`src/qasc_cfg.svh`:
```
// Constants for the quad converter scan controller
`ifndef QASC_CFG_SVH
`define QASC_CFG_SVH

// ----------------------------------------------------------------
// Geometry
// ----------------------------------------------------------------
`define QASC_NCONV              4
`define QASC_CMD_W              8
`define QASC_SMP_W              16
`define QASC_SHIFT_BITS         5'd16
`define QASC_BUF_DEPTH          2

// ----------------------------------------------------------------
// Byte offsets of the register set
// ----------------------------------------------------------------
`define QASC_OFFS_SAMPLE_ZERO   8'h00
`define QASC_OFFS_SAMPLE_ONE    8'h02
`define QASC_OFFS_SAMPLE_TWO    8'h04
`define QASC_OFFS_SAMPLE_THREE  8'h06
`define QASC_OFFS_COMMAND_ZERO  8'h00
`define QASC_OFFS_CMD_WORD      8'h08
`define QASC_OFFS_COMMAND_ONE   8'h09
`define QASC_OFFS_COMMAND_TWO   8'h0a
`define QASC_OFFS_COMMAND_THREE 8'h0b

// ----------------------------------------------------------------
// Command byte fields and reset value
// ----------------------------------------------------------------
`define QASC_CMD_SINGLE_ENDED_FLAG  7
`define QASC_CMD_ODD_SIGN           6
`define QASC_CMD_SEL_HI             5
`define QASC_CMD_SEL_LO             4
`define QASC_CMD_RANGE_POLARITY_BIT 3
`define QASC_CMD_GAIN               2
`define QASC_CMD_RESET              8'h80

// ----------------------------------------------------------------
// Timing
// ----------------------------------------------------------------
`define QASC_CLK_MHZ            200
`define QASC_CONV_PULSE_NS      40
`define QASC_CONV_WAIT_NS       4000
`define QASC_CONV_PULSE_CYC     ((`QASC_CONV_PULSE_NS * `QASC_CLK_MHZ + 999) / 1000)
`define QASC_CONV_WAIT_CYC      ((`QASC_CONV_WAIT_NS * `QASC_CLK_MHZ + 999) / 1000)

`endif

```
`src/qasc_pkg.sv`:
```
// Types for the quad converter scan controller
package qasc_pkg;

	// Scan engine states
	typedef enum logic [1:0] {
		ST_CONV,
		ST_WAIT,
		ST_SHIFT,
		ST_PUSH
	} qasc_state_t;

endpackage

```
`src/qasc_buf.sv`:
```
// Two-entry valid/ready buffer between scan engine and result registers
`timescale 1ns/1ps

module qasc_buf #(
	parameter int W     = 64,
	parameter int DEPTH = 2
) (
	input  wire logic         CLK,
	input  wire logic         SYS_RST,
	input  wire logic         in_valid,
	output logic              in_ready,
	input  wire logic [W-1:0] in_data,
	output logic              out_valid,
	input  wire logic         out_ready,
	output logic [W-1:0]      out_data
);

	localparam int PW = $clog2(DEPTH);

	logic [W-1:0] mem_q [DEPTH];
	logic [PW-1:0] wr_q;
	logic [PW-1:0] rd_q;
	logic [PW:0]   cnt_q;
	logic          push;
	logic          pop;

	// ----------------------------------------------------------------
	// Handshakes
	// ----------------------------------------------------------------
	assign in_ready  = (cnt_q != (PW+1)'(DEPTH));
	assign out_valid = (cnt_q != '0);
	assign push      = in_valid && in_ready;
	assign pop       = out_valid && out_ready;
	assign out_data  = mem_q[rd_q];

	// Storage, written only on an accepted push
	always_ff @(posedge CLK) begin
		if (push) begin
			mem_q[wr_q] <= in_data;
		end
	end

	// Pointers wrap at the depth
	always_ff @(posedge CLK or posedge SYS_RST) begin
		if (SYS_RST) begin
			wr_q <= '0;
			rd_q <= '0;
		end else begin
			if (push) begin
				wr_q <= (wr_q == PW'(DEPTH-1)) ? '0 : wr_q + 1'b1;
			end
			if (pop) begin
				rd_q <= (rd_q == PW'(DEPTH-1)) ? '0 : rd_q + 1'b1;
			end
		end
	end

	// Fill level, gives honest full and empty
	always_ff @(posedge CLK or posedge SYS_RST) begin
		if (SYS_RST) begin
			cnt_q <= '0;
		end else if (push && !pop) begin
			cnt_q <= cnt_q + 1'b1;
		end else if (pop && !push) begin
			cnt_q <= cnt_q - 1'b1;
		end
	end

endmodule

```
`src/qasc_top.sv`:
```
// Quad converter scan controller: command registers, serial scan engine, result registers
//
// Overview of operation
// - Drive four converters, eight-way muxed each
// - One command byte configures each converter
// - Command bytes writable at 0x08, 0x09, 0x0a, 0x0b; converter zero's also at 0x00
// - Scan from reset, no trigger; pause only while the buffer is full
// - Latest samples readable at 0x00..0x06
// - Results are sixteen bits wide
// - Command sent MSB first, zeros trail
// - Everything reached through memory-mapped registers
// - Results are unmodified natural binary codes
`timescale 1ns/1ps
`include "qasc_cfg.svh"

module qasc_top (
	input  wire logic        CLK,
	input  wire logic        SYS_RST,
	input  wire logic [7:0]  REG_ADDR,
	input  wire logic        REG_WR,
	input  wire logic        REG_RD,
	input  wire logic [3:0]  REG_BE,
	input  wire logic [31:0] REG_WDATA,
	output logic [31:0]      REG_RDATA,
	input  wire logic        ADC_SCK,
	input  wire logic [3:0]  ADC_SDO,
	output logic             ADC_CONV,
	output logic [3:0]       ADC_SDI
);

	localparam int NC = `QASC_NCONV;
	localparam int SW = `QASC_SMP_W;
	localparam int CW = `QASC_CMD_W;

	qasc_pkg::qasc_state_t state_q;
	logic [11:0]       cnt_q;
	logic [4:0]        bit_q;
	logic              sck_m_q;
	logic              sck_s_q;
	logic              sck_p_q;
	logic [NC-1:0]     sdo_m_q;
	logic [NC-1:0]     sdo_s_q;
	logic              sck_rise;
	logic              sck_fall;
	logic              conv_done;
	logic              wait_done;
	logic              shift_done;
	logic [5:0]        word;
	logic [CW-1:0]     cmd_q   [NC];
	logic [CW-1:0]     sdi_sr_q [NC];
	logic [SW-1:0]     sdo_sr_q [NC];
	logic [SW-1:0]     res_q   [NC];
	logic [NC*SW-1:0]  push_data;
	logic [NC*SW-1:0]  pop_data;
	logic              push_valid;
	logic              push_ready;
	logic              pop_valid;
	logic              pop_ready;

	// ----------------------------------------------------------------
	// Link input synchronisers
	// ----------------------------------------------------------------
	// Two stages before any edge detection; third stage only for the edge
	always_ff @(posedge CLK or posedge SYS_RST) begin
		if (SYS_RST) begin
			sck_m_q <= 1'b0;
			sck_s_q <= 1'b0;
			sck_p_q <= 1'b0;
			sdo_m_q <= '0;
			sdo_s_q <= '0;
		end else begin
			sck_m_q <= ADC_SCK;
			sck_s_q <= sck_m_q;
			sck_p_q <= sck_s_q;
			sdo_m_q <= ADC_SDO;
			sdo_s_q <= sdo_m_q;
		end
	end

	assign sck_rise   = sck_s_q && !sck_p_q;
	assign sck_fall   = !sck_s_q && sck_p_q;
	assign conv_done  = (state_q == qasc_pkg::ST_CONV) && (cnt_q == 12'(`QASC_CONV_PULSE_CYC - 1));
	assign wait_done  = (state_q == qasc_pkg::ST_WAIT) && (cnt_q == 12'(`QASC_CONV_WAIT_CYC - 1));
	assign shift_done = (state_q == qasc_pkg::ST_SHIFT) && sck_rise && (bit_q == `QASC_SHIFT_BITS - 5'd1);

	// ----------------------------------------------------------------
	// Scan sequencer
	// ----------------------------------------------------------------
	// Starts straight out of reset, stops only in ST_PUSH while the buffer is full; no host trigger exists
	always_ff @(posedge CLK or posedge SYS_RST) begin
		if (SYS_RST) begin
			state_q  <= qasc_pkg::ST_CONV;
			cnt_q    <= '0;
			ADC_CONV <= 1'b1;
		end else begin
			case (state_q)
				qasc_pkg::ST_CONV: begin
					cnt_q <= cnt_q + 12'h001;
					if (conv_done) begin
						state_q  <= qasc_pkg::ST_WAIT;
						cnt_q    <= '0;
						ADC_CONV <= 1'b0;
					end
				end
				qasc_pkg::ST_WAIT: begin
					cnt_q <= cnt_q + 12'h001;
					if (wait_done) begin
						state_q <= qasc_pkg::ST_SHIFT;
						cnt_q   <= '0;
					end
				end
				qasc_pkg::ST_SHIFT: begin
					if (shift_done) begin
						state_q <= qasc_pkg::ST_PUSH;
					end
				end
				default: begin
					// Stalls here while the buffer is full, so no frame is lost
					if (push_ready) begin
						state_q  <= qasc_pkg::ST_CONV;
						ADC_CONV <= 1'b1;
					end
				end
			endcase
		end
	end

	// Clock edges seen during the frame
	always_ff @(posedge CLK or posedge SYS_RST) begin
		if (SYS_RST) begin
			bit_q <= '0;
		end else if (state_q != qasc_pkg::ST_SHIFT) begin
			bit_q <= '0;
		end else if (sck_rise) begin
			bit_q <= bit_q + 5'd1;
		end
	end

	// ----------------------------------------------------------------
	// Per-converter command, shift and result logic
	// ----------------------------------------------------------------
	assign word = REG_ADDR[7:2];

	for (genvar i = 0; i < NC; i++) begin : g_conv
		// Command byte: lane i of the command word, converter_zero also lane 0 of word 0
		always_ff @(posedge CLK or posedge SYS_RST) begin
			if (SYS_RST) begin
				cmd_q[i] <= `QASC_CMD_RESET;
			end else if (REG_WR && REG_BE[i] && (word == 6'(`QASC_OFFS_CMD_WORD >> 2))) begin
				cmd_q[i] <= REG_WDATA[i*8 +: 8];
			end else if (i == 0 && REG_WR && REG_BE[0] && (word == 6'(`QASC_OFFS_COMMAND_ZERO >> 2))) begin
				cmd_q[i] <= REG_WDATA[7:0];
			end
		end

		// Command snapshot on wait_done, as the shift starts; a write during the shift waits for the next frame
		always_ff @(posedge CLK or posedge SYS_RST) begin
			if (SYS_RST) begin
				sdi_sr_q[i] <= '0;
				ADC_SDI[i]  <= 1'b0;
			end else if (wait_done) begin
				ADC_SDI[i]  <= cmd_q[i][`QASC_CMD_SINGLE_ENDED_FLAG];
				sdi_sr_q[i] <= {cmd_q[i][CW-2:0], 1'b0};
			end else if (state_q == qasc_pkg::ST_SHIFT && sck_fall && bit_q != 5'd0) begin
				// Zeros trail once the byte is out
				ADC_SDI[i]  <= sdi_sr_q[i][CW-1];
				sdi_sr_q[i] <= {sdi_sr_q[i][CW-2:0], 1'b0};
			end else if (state_q != qasc_pkg::ST_SHIFT) begin
				ADC_SDI[i] <= 1'b0;
			end
		end

		// Sample arrives MSB first on each rising link clock edge
		always_ff @(posedge CLK or posedge SYS_RST) begin
			if (SYS_RST) begin
				sdo_sr_q[i] <= '0;
			end else if (state_q == qasc_pkg::ST_SHIFT && sck_rise) begin
				sdo_sr_q[i] <= {sdo_sr_q[i][SW-2:0], sdo_s_q[i]};
			end
		end

		assign push_data[i*SW +: SW] = sdo_sr_q[i];

		// Result register loads whole words only, straight from the buffer
		always_ff @(posedge CLK or posedge SYS_RST) begin
			if (SYS_RST) begin
				res_q[i] <= '0;
			end else if (pop_valid && pop_ready) begin
				res_q[i] <= pop_data[i*SW +: SW];
			end
		end
	end

	// ----------------------------------------------------------------
	// Frame buffer
	// ----------------------------------------------------------------
	assign push_valid = (state_q == qasc_pkg::ST_PUSH);
	// Results hold still during a read so a word never tears
	assign pop_ready  = !REG_RD;

	qasc_buf #(
		.W     (NC*SW),
		.DEPTH (`QASC_BUF_DEPTH)
	) u_buf (
		.CLK       (CLK),
		.SYS_RST   (SYS_RST),
		.in_valid  (push_valid),
		.in_ready  (push_ready),
		.in_data   (push_data),
		.out_valid (pop_valid),
		.out_ready (pop_ready),
		.out_data  (pop_data)
	);

	// ----------------------------------------------------------------
	// Register read port
	// ----------------------------------------------------------------
	// One cycle latency; unmapped words and idle cycles read zero
	always_ff @(posedge CLK or posedge SYS_RST) begin
		if (SYS_RST) begin
			REG_RDATA <= '0;
		end else if (!REG_RD) begin
			REG_RDATA <= '0;
		end else if (word == 6'(`QASC_OFFS_SAMPLE_ZERO >> 2)) begin
			REG_RDATA <= {res_q[1], res_q[0]};
		end else if (word == 6'(`QASC_OFFS_SAMPLE_TWO >> 2)) begin
			REG_RDATA <= {res_q[3], res_q[2]};
		end else if (word == 6'(`QASC_OFFS_CMD_WORD >> 2)) begin
			REG_RDATA <= {cmd_q[3], cmd_q[2], cmd_q[1], cmd_q[0]};
		end else begin
			REG_RDATA <= '0;
		end
	end
endmodule

```
`config.mk`:
```
export PLATFORM = sky130hd
export DESIGN_NAME = qasc_top
export DESIGN_NICKNAME = d
export VERILOG_FILES = /design/src/qasc_pkg.sv /design/src/qasc_buf.sv /design/src/qasc_top.sv
export VERILOG_INCLUDE_DIRS = /design/src /design/src/src
export SDC_FILE = /design/constraint.sdc
export NUM_CORES = 1
export LEC_CHECK = 0
export ABC_AREA = 1
export BUFFER_PORTS_ARGS = -buffer_cell sky130_fd_sc_hd__buf_2
export CAP_MARGIN = 25
export CORE_ASPECT_RATIO = 0.9
export CORE_UTILIZATION = 50
export DETAILED_ROUTE_END_ITERATION = 10
export GPL_TIMING_DRIVEN = 0
export PLACE_DENSITY = 0.69
export SYNTH_ARGS = -nofsm -noshare
export SYNTH_HDL_FRONTEND = slang
export SYNTH_SLANG_ARGS = --single-unit
```
`constraint.sdc`:
```
create_clock -name CLK -period 7.9 [get_ports CLK]
set_input_delay 1.185 -clock CLK [delete_from_list [all_inputs] [get_ports CLK]]
set_output_delay 1.185 -clock CLK [all_outputs]
set_load 0.05 [all_outputs]
```
==> impl_metrics.tcl <==
set metrics [dict create \
    antenna_found_initial 0 \
    hp-class "register to register" \
    die_y_um 167.1 \
    fin_crit_sh_pct 34.35 \
    wl_per_cell_um 18.31 \
    num_rows 60 \
    die_w_um 185.4 \
    grt_start_max_net_pins 42 \
    grt_pass1_vias 10490 \
    cts_resized 0 \
    reg2reg_from "state_q[0]" \
    fin_worst_skew_ns 0.02698 \
    crit_fanout 10 \
    portBuffers 84 \
    drc_errors 0 \
    ir_drop_uv 167.9 \
    startpoint "REG_RD" \
    cts_tree "done" \
    core_mm2 0.02980 \
    slew_headroom_pct 39.07 \
    synthTopCellsByArea "dfrtp_1, edfxtp_1, nand2_1" \
    critPathCapture "u_buf.cnt_q[1]" \
    required_ns 8.31 \
    synth_xor_area_share_pct 0.6363 \
    whs_ns 0.3461 \
    fin_util_pct 58.85 \
    synth_common_cells "nand2_1, dfrtp_1, nor2_1" \
    cts_buffer_depth 3 \
    fillers 2505 \
    postLayoutCellArea_mm2 0.01754 \
    muxShareOfSynthArea_pct 0.4462 \
    ff2ff_path_depth 7 \
    routed_via_density 5.348 \
    synthCells 1451 \
    drt_wl_total_um 37030 \
    cts_setup_buffers 0 \
    syn_area_mm2 0.01514 \
    status "completed" \
    r2r_end "push_data[59]" \
    synthSimpleGateAreaFrac_pct 17.33 \
    insertion_delay_ns 0.54 \
    ant_nets 0 \
    max_freq_mhz 368.5 \
    holdPathStages 0 \
    n_antenna_cell 0 \
    synth-seq-area-share_pct 68.23 \
    yosys.area.top_type "dfrtp_1" \
    p_leak_uw 0.007882 \
    dp.cells 1949 \
    yosysWarnings 0 \
    root_buffer "clkbuf_16" \
    yosys.cell_count.top_type "nand2_1" \
    yosysTopAreaCellShare_pct 41.98 \
    synth_fp_nets 1513 \
    powerDensity_mw_per_mm2 275.3 \
    period_minus_slack_ns 2.714 \
    synth_top_family_by_area "simple AND/OR/NAND/NOR gates" \
    ys_ff_latch 387 \
    dieArea_mm2 0.03098 \
    firstDrtPassIters 5 \
    synth_ff_type "dfrtp_1" \
    slew_violations 0 \
    cts_inserted_buffers 40 \
    drt_iter0_drc 1033 \
    holdBufCountCts 0 \
    path_clk_slew_ns 0.06 \
    vias 10810 \
    hpwl_um 25690 \
    grt_pass1_wl_um 57620 \
    synthArstFlopShare_pct 66.93 \
    start_util_pct 50.80 \
    rsz0062_at_grt "no" \
    synth_fa_ha_area_share_pct 0.7437 \
    synth_compound_gate_area_share_pct 8.379 \
    cap_violations 0 \
    drive_above_1_share_pct 13.34 \
    cp-end-kind "register" \
    setup_viol 0 \
    h-tree-depth 2 \
    final_hold_viol_count 0 \
    final_cells 2022 \
    synth-edff-count 128 \
    gr-usage-all-layers_pct 24.83 \
    critPathArrivalTime_ns 3.13 \
    place_congestion 0.9053 \
    io_pins 90 \
    post_synth.cell_area_avg_um2 10.43 \
    crit_path_start_kind "input pin" \
    r2r_setup_slack_ns 5.44 \
    area_delta_synth_final_pct 15.84 \
    overflow 0 \
    clock-sinks 387 \
    placed_area_mm2 0.01632 \
    worst_pin_slew_ns 0.9140 \
    synth_cell_types 35 \
    crit_type "input pin to register" \
    fin_nets 1650 \
    final.setup.tns_ns 0 \
]
==> kinds of logic after synthesis <==
| kind of cell | Yosys count |
|---|---|
| xor gates and xnor gates | 11 |
| adders and majority gates | 9 |
| muxes | 6 |
| and+or+nand+nor | 645 |
| buffers and inverters | 156 |
| AOI/OAI and AO/OA | 237 |
| DFF | 387 |
==> area by class of cell <==
| cell class | count | area (um^2) | share of cell area (%) |
|---|---|---|---|
| Multi-Input combinational cell | 908 | 4184 | 23.86 |
| Sequential cell | 387 | 10330 | 58.90 |
| Timing Repair Buffer | 95 | 655.6 | 3.738 |
| Tap cell | 403 | 504.2 | 2.875 |
| Buffer | 76 | 339.1 | 1.933 |
| Clock buffer | 53 | 1111 | 6.335 |
| Clock inverter | 20 | 108.9 | 0.6206 |
| Inverter | 80 | 305.3 | 1.741 |
==> worst min-delay path by stage <==
stage / start / end / slack, ns
floorplan: sck_m_q / sck_s_q / 0.33
global placement: sdo_m_q[0] / sdo_s_q[0] / 0.34
detailed placement: sdo_m_q[2] / sdo_s_q[2] / 0.33
CTS: sdo_m_q[2] / sdo_s_q[2] / 0.35
global route: sdo_m_q[3] / sdo_s_q[3] / 0.37
finish: sdo_m_q[2] / sdo_s_q[2] / 0.35
==> critical path, stage by stage <==
cell     delay, ns
buf_2         0.19
a21oi_1       0.40
buf_2         0.30
buf_2         0.28
inv_1         0.07
ha_1          0.32
a21oi_1       0.11
o21ai_0       0.11
xor2_1        0.15
==> flip-flops by register name, indices dropped and copies added, names as in the netlist, 2 cells and up <==
name and flops:
REG_RDATA 32, u_buf.cnt_q 2, u_buf.mem_q 128, cmd_q 32, cnt_q 12, sdi_sr_q 28
ADC_SDI 4, push_data 64, bit_q 5, state_q 2, sdo_m_q 4, res_q 64
sdo_s_q 4
==> cells in the final DEF, fill, tap and decap left out, drive strengths merged <==
cell / instances
xor2: 8
clkinvlp: 2
nand4: 12
nand3: 96
xnor2: 3
nor4: 1
nand3b: 1
clkinv: 20
o22ai: 2
dfstp: 5
mux2: 6
a21oi: 78
clkbuf: 94
edfxtp: 128
nor3: 3
o21ai: 93
inv: 78
buf: 130
nand2: 303
ha: 9
dfrtp: 254
a31oi: 64
nor2: 229
==> routing by layer <==
layer / routed length (um) / track usage, %
met5: 0 / 0
met4: 1369 / 10.42
met3: 2664 / 3.958
met2: 16840 / 38.51
met1: 16150 / 34.86
==> through the flow <==
step / power [uW] / setup slack (ns)
2_1_floorplan: 2858 / 3.306
3_3_place_gp: 3064 / 1.659
3_5_place_dp: 3099 / 4.585
4_1_cts: 4857 / 5.151
5_1_grt: 5052 / 4.980
6_report: 4829 / 5.186
==> power by group <==
group / total [uW] / switching, uW / leakage (uW) / internal (uW)
Combinational: 681 / 455 / 0.00312 / 226
Clock: 1760 / 765 / 0.000610 / 993
Sequential: 2390 / 134 / 0.00415 / 2260
Power figures use the tool's default switching activity.
